==> src/ctsc_pkg.sv <==
// Shared constants, types and helper functions for the compelled tone codec.
// Assumes one 10 MHz clock common to both ends of the trunk link.
package ctsc_pkg;
  localparam int NUM_CH = 2;
  localparam int FREQS = 6;
  localparam int ROUTES = 4;
  localparam int SIGNALS = 16;
  localparam int TBL_SIZE = ROUTES * 2 * SIGNALS;
  localparam int MAX_DIG_MFC = 15;
  localparam int MAX_DIG_FR = 10;

  // Tone plan, Hz: forward and backward sets, French variant sets
  localparam int FWD_LOW_HZ = 1380;
  localparam int FWD_HIGH_HZ = 1980;
  localparam int BWD_HIGH_HZ = 1140;
  localparam int BWD_LOW_HZ = 540;
  localparam int FR_LOW_HZ = 700;
  localparam int FR_HIGH_HZ = 1500;
  localparam int FR_CTRL_HZ = 1900;

  // Timing
  localparam int CLK_NS = 100;
  localparam int FRAME_NS = 125000;
  localparam int FRAME_CYC = FRAME_NS / CLK_NS;
  localparam int IGNORE_NS = 8000000;
  localparam int DET_FRAMES = (IGNORE_NS + FRAME_NS - 1) / FRAME_NS;

  typedef logic [3:0] digit_t;
  typedef logic [5:0] mask_t;
  typedef logic [3:0] func_t;
  typedef logic [3:0] lvl_t;
  typedef logic [7:0] pcm_t;
  typedef logic [14:0] lin_t;
  typedef logic [1:0] route_t;
  typedef logic [6:0] tidx_t;
  typedef logic [6:0] cnt_t;
  typedef logic [10:0] fcnt_t;
  typedef struct packed {
    mask_t mask;
    cnt_t cnt;
  } det_t;

  localparam fcnt_t FRAME_LAST = fcnt_t'(FRAME_CYC - 1);
  localparam cnt_t DET_LAST = cnt_t'(DET_FRAMES - 1);
  localparam mask_t CTRL_MASK = 6'h01;
  localparam pcm_t A_INV = 8'h55;
  localparam pcm_t MU_INV = 8'hff;
  localparam lin_t MU_BIAS = 15'h0084;
  // Weakest tone level still clears the receive threshold under either law
  localparam lin_t MIN_LIN = 15'h0008;

  // Digit n maps to the n-th pair (lo, hi) taken in order of rising hi
  function automatic mask_t pair_mask(digit_t d);
    int k;
    mask_t m;
    k = 0;
    m = '0;
    for (int hi = 1; hi < FREQS; hi++) begin
      for (int lo = 0; lo < hi; lo++) begin
        k++;
        if (k == int'(d)) begin
          m = mask_t'((1 << hi) | (1 << lo));
        end
      end
    end
    return m;
  endfunction : pair_mask

  // Zero when the mask is not exactly one legal pair
  function automatic digit_t decode(mask_t m, int max_dig);
    digit_t d;
    d = '0;
    for (int i = 1; i <= max_dig; i++) begin
      if (m != '0 && pair_mask(digit_t'(i)) == m) begin
        d = digit_t'(i);
      end
    end
    return d;
  endfunction : decode

  function automatic pcm_t law_inv(logic mu);
    return mu ? MU_INV : A_INV;
  endfunction : law_inv

  // Tone level code 0..15 sits in the segment and mantissa of the sample
  function automatic pcm_t compress(logic mu, logic on, lvl_t l);
    return (on ? {1'b0, l, 3'h7} : 8'h00) ^ law_inv(mu);
  endfunction : compress

  function automatic lin_t expand(logic mu, pcm_t b);
    pcm_t c;
    lin_t v;
    c = b ^ law_inv(mu);
    if (mu) begin
      v = (lin_t'({1'b1, c[3:0], 3'h4}) << c[6:4]) - MU_BIAS;
    end else if (c[6:4] == 3'h0) begin
      v = lin_t'({c[3:0], 1'b1});
    end else begin
      v = lin_t'({1'b1, c[3:0], 1'b1}) << (c[6:4] - 3'h1);
    end
    return v;
  endfunction : expand

  // Debounce: a changed candidate must persist for DET_FRAMES frames
  function automatic det_t det_next(mask_t cur, logic ok, det_t d);
    det_t n;
    mask_t cand;
    n = d;
    cand = ok ? cur : '0;
    if (cand == d.mask) begin
      n.cnt = '0;
    end else if (d.cnt == DET_LAST) begin
      n.mask = cand;
      n.cnt = '0;
    end else begin
      n.cnt = d.cnt + cnt_t'(1);
    end
    return n;
  endfunction : det_next

  function automatic tidx_t tbl_index(route_t r, logic l2, digit_t s);
    return {r, l2, s};
  endfunction : tbl_index
endpackage : ctsc_pkg

==> src/ctsc_link_if.sv <==
// Trunk link between the two sender-receivers: one slot pair per channel.
// Assumes both ends share clk; frame marks each 8 kHz sample.
`timescale 1ns/1ps
interface ctsc_link_if;
  import ctsc_pkg::*;
  logic frame;
  mask_t [NUM_CH-1:0] fwd_mask;
  pcm_t [NUM_CH-1:0] fwd_pcm;
  mask_t [NUM_CH-1:0] bwd_mask;
  pcm_t [NUM_CH-1:0] bwd_pcm;
  modport orig (
    output frame,
    output fwd_mask,
    output fwd_pcm,
    input bwd_mask,
    input bwd_pcm
  );
  modport answ (
    input frame,
    input fwd_mask,
    input fwd_pcm,
    output bwd_mask,
    output bwd_pcm
  );
endinterface : ctsc_link_if

==> src/ctsc_orig.sv <==
// Originating sender-receiver: sends forward pairs, hears backward replies.
// Assumes the answering end shares clk and reads the frame strobe driven here.
//
// How it works
// - Release frees the channel after signalling
// - Every forward pair is answered backward
// - Forward stays on until reply heard
// - Answerer holds reply until forward stops
// - New forward only once both gone
// - Forward digits 1-15 from six tones
// - Backward digits 1-15 from other six
// - Per-route table gives each signal's meaning
// - Level two only after level one
// - Group A at level one, B later
// - French forward digits 1-10, five tones
// - French reply is one control tone
// - A-law or mu-law chosen by setting
// - Two channels run independently
// - Each channel owns its slot pair
// - Received pairs decoded and reported
// - Host names pair, block sends it
// - Both tones switch in same frame
// - Detect and release under 32 ms
// - Tone level one of sixteen
`timescale 1ns/1ps
module ctsc_orig (
  // Clock and reset
  input wire logic clk,
  input wire logic rst_n,
  input wire logic ce,
  // Settings
  input wire logic law_mu,
  input wire logic french,
  input wire ctsc_pkg::route_t [ctsc_pkg::NUM_CH-1:0] route_sel,
  // Send requests
  input wire logic [ctsc_pkg::NUM_CH-1:0] req_valid,
  output logic [ctsc_pkg::NUM_CH-1:0] req_ready,
  input wire ctsc_pkg::digit_t [ctsc_pkg::NUM_CH-1:0] req_digit,
  input wire logic [ctsc_pkg::NUM_CH-1:0] req_level2,
  input wire ctsc_pkg::lvl_t [ctsc_pkg::NUM_CH-1:0] req_tone_level,
  // Call control
  input wire logic [ctsc_pkg::NUM_CH-1:0] level1_done,
  input wire logic [ctsc_pkg::NUM_CH-1:0] release_call,
  output logic [ctsc_pkg::NUM_CH-1:0] busy,
  // Backward reports
  output logic [ctsc_pkg::NUM_CH-1:0] rpt_valid,
  output ctsc_pkg::digit_t [ctsc_pkg::NUM_CH-1:0] rpt_digit,
  output ctsc_pkg::func_t [ctsc_pkg::NUM_CH-1:0] rpt_func,
  output logic [ctsc_pkg::NUM_CH-1:0] rpt_group_b,
  output logic [ctsc_pkg::NUM_CH-1:0] rpt_gone,
  // Function table write
  input wire logic tbl_we,
  input wire ctsc_pkg::route_t tbl_route,
  input wire logic tbl_level2,
  input wire ctsc_pkg::digit_t tbl_sig,
  input wire ctsc_pkg::func_t tbl_func,
  // Trunk link
  ctsc_link_if.orig link
);
  import ctsc_pkg::*;

  typedef enum logic [1:0] {CH_FREE, CH_IDLE, CH_FWD, CH_WAIT_OFF} ctsc_ch_state_t;

  // Frame timing
  fcnt_t frame_cnt;
  fcnt_t next_frame_cnt;
  logic frame;
  logic next_frame;

  always_comb begin
    next_frame = 1'b0;
    if (frame_cnt == FRAME_LAST) begin
      next_frame_cnt = '0;
      next_frame = 1'b1;
    end else begin
      next_frame_cnt = frame_cnt + fcnt_t'(1);
    end
  end

  always_ff @(posedge clk) begin
    if (!rst_n) begin
      frame_cnt <= '0;
      frame <= 1'b0;
    end else if (ce) begin
      frame_cnt <= next_frame_cnt;
      frame <= next_frame;
    end
  end

  assign link.frame = frame & ce;

  // Route function table
  func_t tbl [TBL_SIZE];
  func_t next_tbl [TBL_SIZE];

  always_comb begin
    next_tbl = tbl;
    if (tbl_we) begin
      next_tbl[tbl_index(tbl_route, tbl_level2, tbl_sig)] = tbl_func;
    end
  end

  always_ff @(posedge clk) begin
    if (!rst_n) begin
      tbl <= '{default: '0};
    end else if (ce) begin
      tbl <= next_tbl;
    end
  end

  // Channels
  ctsc_ch_state_t st [NUM_CH];
  ctsc_ch_state_t next_st [NUM_CH];
  digit_t [NUM_CH-1:0] dig;
  digit_t [NUM_CH-1:0] next_dig;
  lvl_t [NUM_CH-1:0] tlvl;
  lvl_t [NUM_CH-1:0] next_tlvl;
  logic [NUM_CH-1:0] lvl2;
  logic [NUM_CH-1:0] next_lvl2;
  logic [NUM_CH-1:0] l1done;
  logic [NUM_CH-1:0] next_l1done;
  det_t [NUM_CH-1:0] det;
  det_t [NUM_CH-1:0] next_det;
  mask_t [NUM_CH-1:0] tx_mask;
  mask_t [NUM_CH-1:0] next_tx_mask;
  pcm_t [NUM_CH-1:0] tx_pcm;
  pcm_t [NUM_CH-1:0] next_tx_pcm;
  logic [NUM_CH-1:0] next_rpt_valid;
  digit_t [NUM_CH-1:0] next_rpt_digit;
  func_t [NUM_CH-1:0] next_rpt_func;
  logic [NUM_CH-1:0] next_rpt_group_b;
  logic [NUM_CH-1:0] next_rpt_gone;

  always_comb begin
    det_t dn;
    logic onset;
    logic gone;
    logic rx_ok;
    logic rx_valid;
    logic legal;
    digit_t rd;
    dn = '0;
    onset = 1'b0;
    gone = 1'b0;
    rx_ok = 1'b0;
    rx_valid = 1'b0;
    legal = 1'b0;
    rd = '0;
    next_st = st;
    next_dig = dig;
    next_tlvl = tlvl;
    next_lvl2 = lvl2;
    next_l1done = l1done;
    next_det = det;
    next_tx_mask = tx_mask;
    next_tx_pcm = tx_pcm;
    next_rpt_valid = '0;
    next_rpt_digit = rpt_digit;
    next_rpt_func = rpt_func;
    next_rpt_group_b = rpt_group_b;
    next_rpt_gone = '0;
    req_ready = '0;
    for (int c = 0; c < NUM_CH; c++) begin
      // Receive slot of this channel, expanded before detection
      rx_ok = expand(law_mu, link.bwd_pcm[c]) >= MIN_LIN;
      rx_valid = french ? (link.bwd_mask[c] == CTRL_MASK)
                        : (decode(link.bwd_mask[c], MAX_DIG_MFC) != '0);
      dn = det[c];
      if (frame) begin
        dn = det_next(link.bwd_mask[c], rx_ok && rx_valid, det[c]);
      end
      onset = (dn.mask != '0) && (dn.mask != det[c].mask);
      gone = (dn.mask == '0) && (det[c].mask != '0);
      next_det[c] = dn;
      rd = french ? digit_t'(0) : decode(dn.mask, MAX_DIG_MFC);
      if (onset) begin
        next_rpt_valid[c] = 1'b1;
        next_rpt_digit[c] = rd;
        next_rpt_func[c] = tbl[tbl_index(route_sel[c], lvl2[c], rd)];
        next_rpt_group_b[c] = lvl2[c];
      end
      next_rpt_gone[c] = gone;
      legal = (req_digit[c] != '0) &&
              (int'(req_digit[c]) <= (french ? MAX_DIG_FR : MAX_DIG_MFC));
      req_ready[c] = (st[c] == CH_FREE || st[c] == CH_IDLE) &&
                     det[c].mask == '0 && tx_mask[c] == '0 && legal &&
                     (!req_level2[c] || l1done[c]);
      unique case (st[c])
        CH_FREE, CH_IDLE: begin
          if (req_valid[c] && req_ready[c]) begin
            next_st[c] = CH_FWD;
            next_dig[c] = req_digit[c];
            next_lvl2[c] = req_level2[c];
            next_tlvl[c] = req_tone_level[c];
          end else if (st[c] == CH_IDLE && release_call[c] &&
                       det[c].mask == '0 && tx_mask[c] == '0) begin
            next_st[c] = CH_FREE;
            next_l1done[c] = 1'b0;
            next_lvl2[c] = 1'b0;
          end else if (st[c] == CH_IDLE && level1_done[c]) begin
            next_l1done[c] = 1'b1;
          end
        end
        CH_FWD: begin
          if (onset) begin
            next_st[c] = CH_WAIT_OFF;
          end
        end
        CH_WAIT_OFF: begin
          if (gone) begin
            next_st[c] = CH_IDLE;
          end
        end
      endcase
      // Both tones of the pair change on the same sample
      if (frame) begin
        next_tx_mask[c] = (st[c] == CH_FWD) ? pair_mask(dig[c]) : '0;
        next_tx_pcm[c] = compress(law_mu, st[c] == CH_FWD, tlvl[c]);
      end
    end
  end

  always_ff @(posedge clk) begin
    if (!rst_n) begin
      st <= '{default: CH_FREE};
      dig <= '0;
      tlvl <= '0;
      lvl2 <= '0;
      l1done <= '0;
      det <= '0;
      tx_mask <= '0;
      tx_pcm <= {NUM_CH{A_INV}};
      rpt_valid <= '0;
      rpt_digit <= '0;
      rpt_func <= '0;
      rpt_group_b <= '0;
      rpt_gone <= '0;
    end else if (ce) begin
      st <= next_st;
      dig <= next_dig;
      tlvl <= next_tlvl;
      lvl2 <= next_lvl2;
      l1done <= next_l1done;
      det <= next_det;
      tx_mask <= next_tx_mask;
      tx_pcm <= next_tx_pcm;
      rpt_valid <= next_rpt_valid;
      rpt_digit <= next_rpt_digit;
      rpt_func <= next_rpt_func;
      rpt_group_b <= next_rpt_group_b;
      rpt_gone <= next_rpt_gone;
    end
  end

  always_comb begin
    for (int c = 0; c < NUM_CH; c++) begin
      busy[c] = st[c] != CH_FREE;
    end
  end

  assign link.fwd_mask = tx_mask;
  assign link.fwd_pcm = tx_pcm;
endmodule : ctsc_orig

==> src/flat_wrapper.sv <==
// flat-port wrapper written by rule: the top's interface ports become plain ports
module ctsc_orig_flat import ctsc_pkg::*;
  (clk, rst_n, ce, law_mu, french, route_sel, req_valid, req_ready, req_digit, req_level2, req_tone_level, level1_done, release_call, busy, rpt_valid, rpt_digit, rpt_func, rpt_group_b, rpt_gone, tbl_we, tbl_route, tbl_level2, tbl_sig, tbl_func, link_frame, link_fwd_mask, link_fwd_pcm, link_bwd_mask, link_bwd_pcm);
  ctsc_link_if link_i ();
  input wire logic clk;
  input wire logic rst_n;
  input wire logic ce;
  input wire logic law_mu;
  input wire logic french;
  input wire ctsc_pkg::route_t [ctsc_pkg::NUM_CH-1:0] route_sel;
  input wire logic [ctsc_pkg::NUM_CH-1:0] req_valid;
  output logic [ctsc_pkg::NUM_CH-1:0] req_ready;
  input wire ctsc_pkg::digit_t [ctsc_pkg::NUM_CH-1:0] req_digit;
  input wire logic [ctsc_pkg::NUM_CH-1:0] req_level2;
  input wire ctsc_pkg::lvl_t [ctsc_pkg::NUM_CH-1:0] req_tone_level;
  input wire logic [ctsc_pkg::NUM_CH-1:0] level1_done;
  input wire logic [ctsc_pkg::NUM_CH-1:0] release_call;
  output logic [ctsc_pkg::NUM_CH-1:0] busy;
  output logic [ctsc_pkg::NUM_CH-1:0] rpt_valid;
  output ctsc_pkg::digit_t [ctsc_pkg::NUM_CH-1:0] rpt_digit;
  output ctsc_pkg::func_t [ctsc_pkg::NUM_CH-1:0] rpt_func;
  output logic [ctsc_pkg::NUM_CH-1:0] rpt_group_b;
  output logic [ctsc_pkg::NUM_CH-1:0] rpt_gone;
  input wire logic tbl_we;
  input wire ctsc_pkg::route_t tbl_route;
  input wire logic tbl_level2;
  input wire ctsc_pkg::digit_t tbl_sig;
  input wire ctsc_pkg::func_t tbl_func;
  output wire logic [$bits(link_i.frame)-1:0] link_frame;
  output wire logic [$bits(link_i.fwd_mask)-1:0] link_fwd_mask;
  output wire logic [$bits(link_i.fwd_pcm)-1:0] link_fwd_pcm;
  input wire logic [$bits(link_i.bwd_mask)-1:0] link_bwd_mask;
  input wire logic [$bits(link_i.bwd_pcm)-1:0] link_bwd_pcm;
  assign link_frame = link_i.frame;
  assign link_fwd_mask = link_i.fwd_mask;
  assign link_fwd_pcm = link_i.fwd_pcm;
  assign link_i.bwd_mask = link_bwd_mask;
  assign link_i.bwd_pcm = link_bwd_pcm;
  ctsc_orig u_core (.clk(clk), .rst_n(rst_n), .ce(ce), .law_mu(law_mu), .french(french), .route_sel(route_sel), .req_valid(req_valid), .req_ready(req_ready), .req_digit(req_digit), .req_level2(req_level2), .req_tone_level(req_tone_level), .level1_done(level1_done), .release_call(release_call), .busy(busy), .rpt_valid(rpt_valid), .rpt_digit(rpt_digit), .rpt_func(rpt_func), .rpt_group_b(rpt_group_b), .rpt_gone(rpt_gone), .tbl_we(tbl_we), .tbl_route(tbl_route), .tbl_level2(tbl_level2), .tbl_sig(tbl_sig), .tbl_func(tbl_func), .link(link_i));
endmodule
==> config.mk <==
export PLATFORM = sky130hd
export DESIGN_NAME = ctsc_orig_flat
export DESIGN_NICKNAME = d
export VERILOG_FILES = /design/src/ctsc_pkg.sv /design/src/ctsc_link_if.sv /design/src/ctsc_orig.sv /design/src/flat_wrapper.sv
export SDC_FILE = /design/constraint.sdc
export NUM_CORES = 2
export LEC_CHECK = 0
export BUFFER_PORTS_ARGS = -buffer_cell sky130_fd_sc_hd__buf_2
export CAP_MARGIN = 30
export CORE_MARGIN = 1
export CORE_UTILIZATION = 40
export CTS_BUF_LIST = sky130_fd_sc_hd__clkbuf_16
export CTS_CLUSTER_SIZE = 20
export DETAILED_ROUTE_END_ITERATION = 8
export PLACE_DENSITY_LB_ADDON = 0.25
export SLEW_MARGIN = 20
export SYNTH_ARGS = -nofsm -noshare
export SYNTH_HDL_FRONTEND = slang
export SYNTH_SLANG_ARGS = --single-unit
export TNS_END_PERCENT = 1
==> constraint.sdc <==
create_clock -name clk -period 6.6 [get_ports clk]
set_input_delay 0.33 -clock clk [delete_from_list [all_inputs] [get_ports clk]]
set_output_delay 0.33 -clock clk [all_outputs]
set_load 0.05 [all_outputs]
# ---- Word-level counts from Yosys, hierarchy flattened
# Index checks and enable logic that the tools add are counted.
dict set report classes {
  add_sub_neg 7
  mul 0
  n_div 0
  order_cmp 8
  n_eq_ne 111
  n_shift 4
  mux 147
  bitwise 10
  reduce_logical 133
}
# cell count
set op_table {}
lappend op_table {{$bwmux 512} 1}
lappend op_table {{$mux 4} 45}
lappend op_table {{$eq 6x6->1 const A} 20}
lappend op_table {{$mux 6} 18}
lappend op_table {{$eq 5x6->1 const A} 16}
lappend op_table {{$logic_and 1x1->1} 87}
lappend op_table {{$eq 4x6->1 const A} 12}
lappend op_table {{$eq 4x4->1 const A} 16}
lappend op_table {{$le 5x32->1} 2}
lappend op_table {{$mux 3} 21}
lappend op_table {{$mux 15} 4}
lappend op_table {{$bmux 4 s7} 2}
lappend op_table {{$eq 3x6->1 const A} 8}
lappend op_table {{$mux 7} 6}
lappend op_table {{$mux 5} 8}
lappend op_table {{$logic_not 6->1} 6}
lappend op_table {{$mux 2} 18}
lappend op_table {{$reduce_bool 6->1} 6}
lappend op_table {{$eq 3x4->1 const A} 8}
lappend op_table {{$ge 15x4->1 const B} 2}
lappend op_table {{$shl 6x3->15} 2}
lappend op_table {{$shl 8x3->15} 2}
lappend op_table {{$sub 15x8->15 const B} 2}
lappend op_table {{$demux 4 s7} 1}
lappend op_table {{37 further kinds} 107}
dict set report word_totals {
  ff_bits 624
  latch_bits 0
  mem_bits_rw 0
  rom_bits 0
  output_inout_bits 55
  word_cells 576
  mem_count 0
}

# ---- Depth between registers and ports, before layout
dict set report logic_depth {
  depth_word 46
  mapped_depth 27
}

# ---- Worst setup path after synthesis
# OpenSTA, ideal clock, no wires.
dict set report synth_timing {
  path_kind {input to register}
  from {input port law_mu}
  to {register u_core.rpt_func[2] in the netlist's numbering}
  setup_ns 0.116
  t_arrival_ns 4.828
  required_ns 6.484
  setup_slack_ns 1.657
  path_stages 26
  n_path_buf 5
  cell_sequence {buf_6 > xnor2_2 > ha_1 > ha_1 > inv_1 > ha_1 > nor3b_1 > o221ai_1 > a211oi_1 > a31oi_1 > nor4_2 > a21oi_1 > or3_1 > o211a_1 > buf_6 > or3_1 > buf_6 > nand2_4 > buf_6 > buf_6 > mux2i_1 > mux2i_1 > mux2_2 > o211ai_1 > o211ai_1 > a31o_1}
}
dict set report synth_between {
  elab_chain_cells 34
  word_cells_on_any_way 70
  cone_classes {add/sub: 2; order compare: 1; eq/ne: 17; shift: 2; mux: 26; bitwise: 2; reduce/logical: 20}
}
# item line
set synth_rtl {}
lappend synth_rtl {{from (decl)} flat_wrapper.sv:8} ;# input wire logic law_mu;
lappend synth_rtl {{branches (longest 5 deep; another with $sub 15x8->15)} -}
lappend synth_rtl {{$mux 15 (*)} ctsc_pkg.sv:94} ;# if (mu) begin
lappend synth_rtl {{$ge 15x4->1 (*)} ctsc_orig.sv:165} ;# rx_ok = expand(law_mu, link.bwd_pcm[c]) >= MIN_LIN;
lappend synth_rtl {{$logic_and 1x1->1 (*)} ctsc_orig.sv:170} ;# dn = det_next(link.bwd_mask[c], rx_ok && rx_valid, det[c]);
lappend synth_rtl {{$mux 6 (*)} ctsc_pkg.sv:109} ;# cand = ok ? cur : '0;
lappend synth_rtl {{$eq 6x6->1 or $mux 6 (tied branches)} {ctsc_pkg.sv:110, ctsc_pkg.sv:112}}
lappend synth_rtl {{$mux 6 (*)} ctsc_pkg.sv:110} ;# if (cand == d.mask) begin
lappend synth_rtl {{$mux 13 (*)} ctsc_orig.sv:169} ;# if (frame) begin
lappend synth_rtl {{[... 2 more ...]} -}
lappend synth_rtl {{$mux 1} ctsc_pkg.sv:74} ;# if (m != '0 && pair_mask(digit_t'(i)) == m) begin
lappend synth_rtl {{$mux 2 (2 in series)} ctsc_pkg.sv:74}
lappend synth_rtl {{$mux 3 (4 in series)} ctsc_pkg.sv:74}
lappend synth_rtl {{$mux 4 (8 in series)} ctsc_pkg.sv:74}
lappend synth_rtl {{$mux 4} ctsc_orig.sv:175} ;# rd = french ? digit_t'(0) : decode(dn.mask, MAX_DIG_MFC);
lappend synth_rtl {{$not 7->8 (implied by the code)} ctsc_orig.sv:179} ;# next_rpt_func[c] = tbl[tbl_index(route_sel[c], lvl2[c], rd)];
lappend synth_rtl {{$bmux 4 s7} ctsc_orig.sv:179}
lappend synth_rtl {{$mux 4 (implied by the code) (2 in series)} ctsc_orig.sv:179}
lappend synth_rtl {{to (signal assigned)} ctsc_orig.sv:249} ;# rpt_func <= next_rpt_func;
lappend synth_rtl {{to (decl)} ctsc_orig.sv:48} ;# output ctsc_pkg::func_t [ctsc_pkg::NUM_CH-1:0] rpt_func,
# Every way passes the cells marked *. The select of a mux whose other input is x is not followed.
# A chain may end at the register's enable or synchronous reset.

# ---- Final worst setup path
dict set report layout_timing {
  from {register u_core.det[13] in the netlist's numbering}
  to {register u_core.rpt_func[7] in the netlist's numbering}
}
dict set report layout_between {
  elab_chain_cells 26
  word_cells_on_any_way 58
  cone_classes {eq/ne: 17; mux: 22; bitwise: 1; reduce/logical: 18}
}
# item line
set layout_rtl {}
lappend layout_rtl {{from (decl)} ctsc_orig.sv:122} ;# det_t [NUM_CH-1:0] det;
lappend layout_rtl {{from (signal assigned)} ctsc_orig.sv:244} ;# det <= next_det;
lappend layout_rtl {{$eq 7x6->1 (*)} ctsc_pkg.sv:112} ;# end else if (d.cnt == DET_LAST) begin
lappend layout_rtl {{$mux 6 (*)} ctsc_pkg.sv:112}
lappend layout_rtl {{$mux 6 (*)} ctsc_pkg.sv:110}
lappend layout_rtl {{$mux 13 (*)} ctsc_orig.sv:169}
lappend layout_rtl {{$eq 2x6->1 or $reduce_bool 6->1 (tied branches)} {ctsc_pkg.sv:74, ctsc_orig.sv:172}}
lappend layout_rtl {{$logic_and 1x1->1} ctsc_pkg.sv:74}
lappend layout_rtl {{$mux 1} ctsc_pkg.sv:74}
lappend layout_rtl {{$mux 2 (2 in series)} ctsc_pkg.sv:74}
lappend layout_rtl {{$mux 3 (4 in series)} ctsc_pkg.sv:74}
lappend layout_rtl {{$mux 4 (8 in series)} ctsc_pkg.sv:74}
lappend layout_rtl {{$mux 4} ctsc_orig.sv:175}
lappend layout_rtl {{$not 7->8 (implied by the code)} ctsc_orig.sv:179}
lappend layout_rtl {{$bmux 4 s7} ctsc_orig.sv:179}
lappend layout_rtl {{$mux 4 (implied by the code) (2 in series)} ctsc_orig.sv:179}
# Mark *: on every way between the ends. The rest lies on a longest branch, timed or not. The select of a mux whose other input is x is not followed.

==> flow_metrics.tcl <==
set metrics [dict create \
    core_mm2 0.0884 \
    ant_nets 0 \
    fillers 9069 \
    route.detailed.drc 0 \
    vias 38400 \
    area_growth_pct 12.7 \
    path_class "reg -> reg" \
    grt_start_max_net_pins 191 \
    track_usage 0.313 \
    status "finished clean" \
    cts_root_buf "clkbuf_16" \
    clkLatencyLatePin_ns 0.63 \
    start_util 0.404 \
    multi_input_area_mm2 0.0214 \
    place_congestion 1.00 \
    r2r_slack_ns 0.86 \
    rows 109 \
    synth_nets 5045 \
    drt_iter0_drc 5586 \
    final_nets 4966 \
    diodes 0 \
    first_global_vias 34300 \
    ys_seq_area_frac 0.348 \
    p_per_area_mw_per_mm2 219 \
    arrival_ns 6.30 \
    die_w_um 301 \
    synth-seq-cells 621 \
    grt_pass1_wl_um 219000 \
    wl_per_cell_um 24.2 \
    fin_crit_sh 0.870 \
    netlist_top_cells_area "dfxtp_1, nand2_1, a21oi_1, mux2i_1, o21ai_0" \
    syn_inst 4956 \
    placed_area_mm2 0.0376 \
    leakage_nw 12.8 \
    htreeDepth 3 \
    rsz0062_at_grt "no" \
    pin_count 128 \
    die_area_mm2 0.0905 \
    cts_sinks 621 \
    cts_resized 0 \
    fin_area_mm2 0.0402 \
    synth_ff_type "dfxtp_1" \
    relSlewSlack 0.231 \
    cap_violations 0 \
    cts_tree "yes" \
    yosys.area.top_type "dfxtp_1" \
    port_buffers 125 \
    syn-cell-area_mm2 0.0357 \
    hp-class "in -> reg" \
    cts_buffers 72 \
    ir_worst_vdd_v 0.000215 \
    synth.avg_cell_area_um2 7.21 \
    dp_hpwl_um 97700 \
    drive_gt1_frac 0.104 \
    critPathMaxFanout 15 \
    antenna_found_initial 7 \
    yosysWarnings 0 \
    setup_tns_ns 0 \
    vias_per_cell 6.30 \
    ctsLongestPathBuffers 3 \
    clk_pin_slew_ns 0.06 \
    overflow 0 \
    critPathCaptureType "flop" \
    regArea_mm2 0.0124 \
    dieHeight_um 301 \
    synth_top_area_frac 0.348 \
    finalMaxSlewViolations 0 \
    fmax_mhz 174 \
    setup_violations 0 \
    wirelength_um 148000 \
    synth-edff-count 0 \
    skew_ns 0.0202 \
    ys_async_sr_fraction 0 \
    critPathRequiredTime_ns 7.16 \
    tightest_slew_ns 1.15 \
    finalCriticalPeriod_ns 5.74 \
    crit_path_start_kind "flop" \
    yosys.cell_types.count 98 \
    final_hold_viol_count 0 \
    drt-pass1-iter-count 7 \
]
worst max-delay path, stage by stage, from the launching register on:
cell,delay (ns)
dfxtp_1,0.38
ha_1,0.20
nand3_1,0.15
nor3_1,0.48
nand2_1,0.34
or2_2,0.40
o21ai_0,0.24
a32oi_1,0.20
a211oi_1,0.53
o31ai_4,0.19
nand2_1,0.67
buf_4,0.41
o221ai_1,0.17
a21oi_1,0.23
nor4_1,0.10
nor4_1,0.57
a21oi_1,0.18
a31oi_1,0.20
per-stage QoR:
step	hold WS [ns]	std cells	utilization	setup slack, ns	total power [mW]
floorplan	0.423	4956	-	1.66	4.31
global placement	0.439	5945	0.424	0.219	4.58
detailed placement	0.439	5950	0.425	0.531	4.58
CTS	0.00417	6099	0.455	1.10	8.81
global route	0.0618	6099	0.455	0.616	9.02
finish	0.0299	6099	0.455	0.858	8.81
what timing repair did:
item,CTS,global route
setup buffers,0,0
hold buffers,18,0
endpoints found under the setup margin,0,0
hold endpoints to repair,18,0
final timing paths:
kind,from,end,cells after the start
max,u_core.det[13]$_SDFFE_PN0P_,u_core.rpt_func[7]$_SDFFE_PN0P_,17
min,req_digit[5],u_core.dig[5]$_SDFFE_PN0P_,3
max reg2reg,u_core.det[13]$_SDFFE_PN0P_,u_core.rpt_func[7]$_SDFFE_PN0P_,17
min reg2reg,u_core.det[6]$_SDFFE_PN0P_,u_core.det[6]$_SDFFE_PN0P_,2
synth_stat cells, types with 19 or more instances:
cell type / count
nand3_1: 282
nor2_1: 410
xnor2_1: 34
nor2b_1: 21
a211oi_1: 23
o211ai_1: 43
or3_1: 21
nand2_1: 943
o21ai_0: 337
buf_1: 42
buf_2: 43
mux2i_1: 267
xor2_1: 29
nor3_1: 112
clkbuf_1: 363
a21oi_1: 673
nand4_1: 19
o22ai_1: 43
inv_1: 37
and3_1: 27
o221ai_1: 87
mux2_2: 29
nor4_1: 49
a31oi_1: 53
dfxtp_1: 621
a22oi_1: 29
cell families (layout without fill, tap and decap cells):
kind of cell,after synthesis,after routing,synth area share
buffers and inverters,510,488,0.0587
AND/OR/NAND/NOR,1977,1977,0.241
XOR/XNOR,64,64,0.0159
adder cells (fa/ha/maj),16,16,0.00561
AO/OA/AOI/OAI,1469,1469,0.245
flip-flops,621,621,0.348
multiplexers,299,299,0.0859
layer usage:
| metal | GRT usage | vias to the layer above | part of all wire |
|---|---|---|---|
| met3 | 0.0721 | 434 | 0.12 |
| met1 | 0.430 | 18200 | 0.41 |
| li1 | - | 17500 | - |
| met2 | 0.463 | 2321 | 0.42 |
| met5 | 0 | - | 0.00036 |
| met4 | 0.143 | 6 | 0.049 |
sequential cells by signal, indices dropped and copies added (netlist names):
name / cells
u_core.frame: 1
u_core.tbl: 512
u_core.dig: 8
u_core.rpt_digit: 8
u_core.link.fwd_pcm: 13
u_core.link.fwd_mask: 12
u_core.lvl2: 2
u_core.rpt_func: 8
u_core.rpt_group_b: 2
u_core.frame_cnt: 11
u_core.rpt_gone: 2
u_core.tlvl: 8
u_core.det: 26
u_core.st: 4
u_core.l1done: 2
u_core.rpt_valid: 2
cell usage in the layout, fill, tap and decap left out, types with 34 or more instances in the layout:
cell type,Yosys,routed
nor3_1,112,105
a21oi_1,673,672
o21ai_0,337,337
nor4_1,49,48
xnor2_1,34,34
o221ai_1,87,87
dfxtp_1,621,621
a31oi_1,53,51
mux2i_1,267,267
nor2_1,410,401
nand2_1,943,938
inv_1,37,52
o211ai_1,43,43
buf_4,10,160
buf_2,43,121
clkbuf_16,0,73
o22ai_1,43,43
nand3_1,282,282
power by group:
group	switching, mW	leakage, nW	internal [mW]	total (mW)
combinational	0.564	6.57	0.198	0.762
sequential	0.0145	5.00	3.76	3.77
clock	1.74	1.26	2.53	4.27
total	2.32	12.8	6.49	8.81
cell type report:
cell class,count,share of cell area
Clock buffer,73,0.0454
Sequential cell,621,0.309
Timing Repair Buffer,317,0.0585
Clock inverter,58,0.0160
Multi-Input combinational cell,3825,0.531
Inverter,40,0.00392
Tap cell,1165,0.0362
No activity file was read; power rests on OpenSTA's default activity.
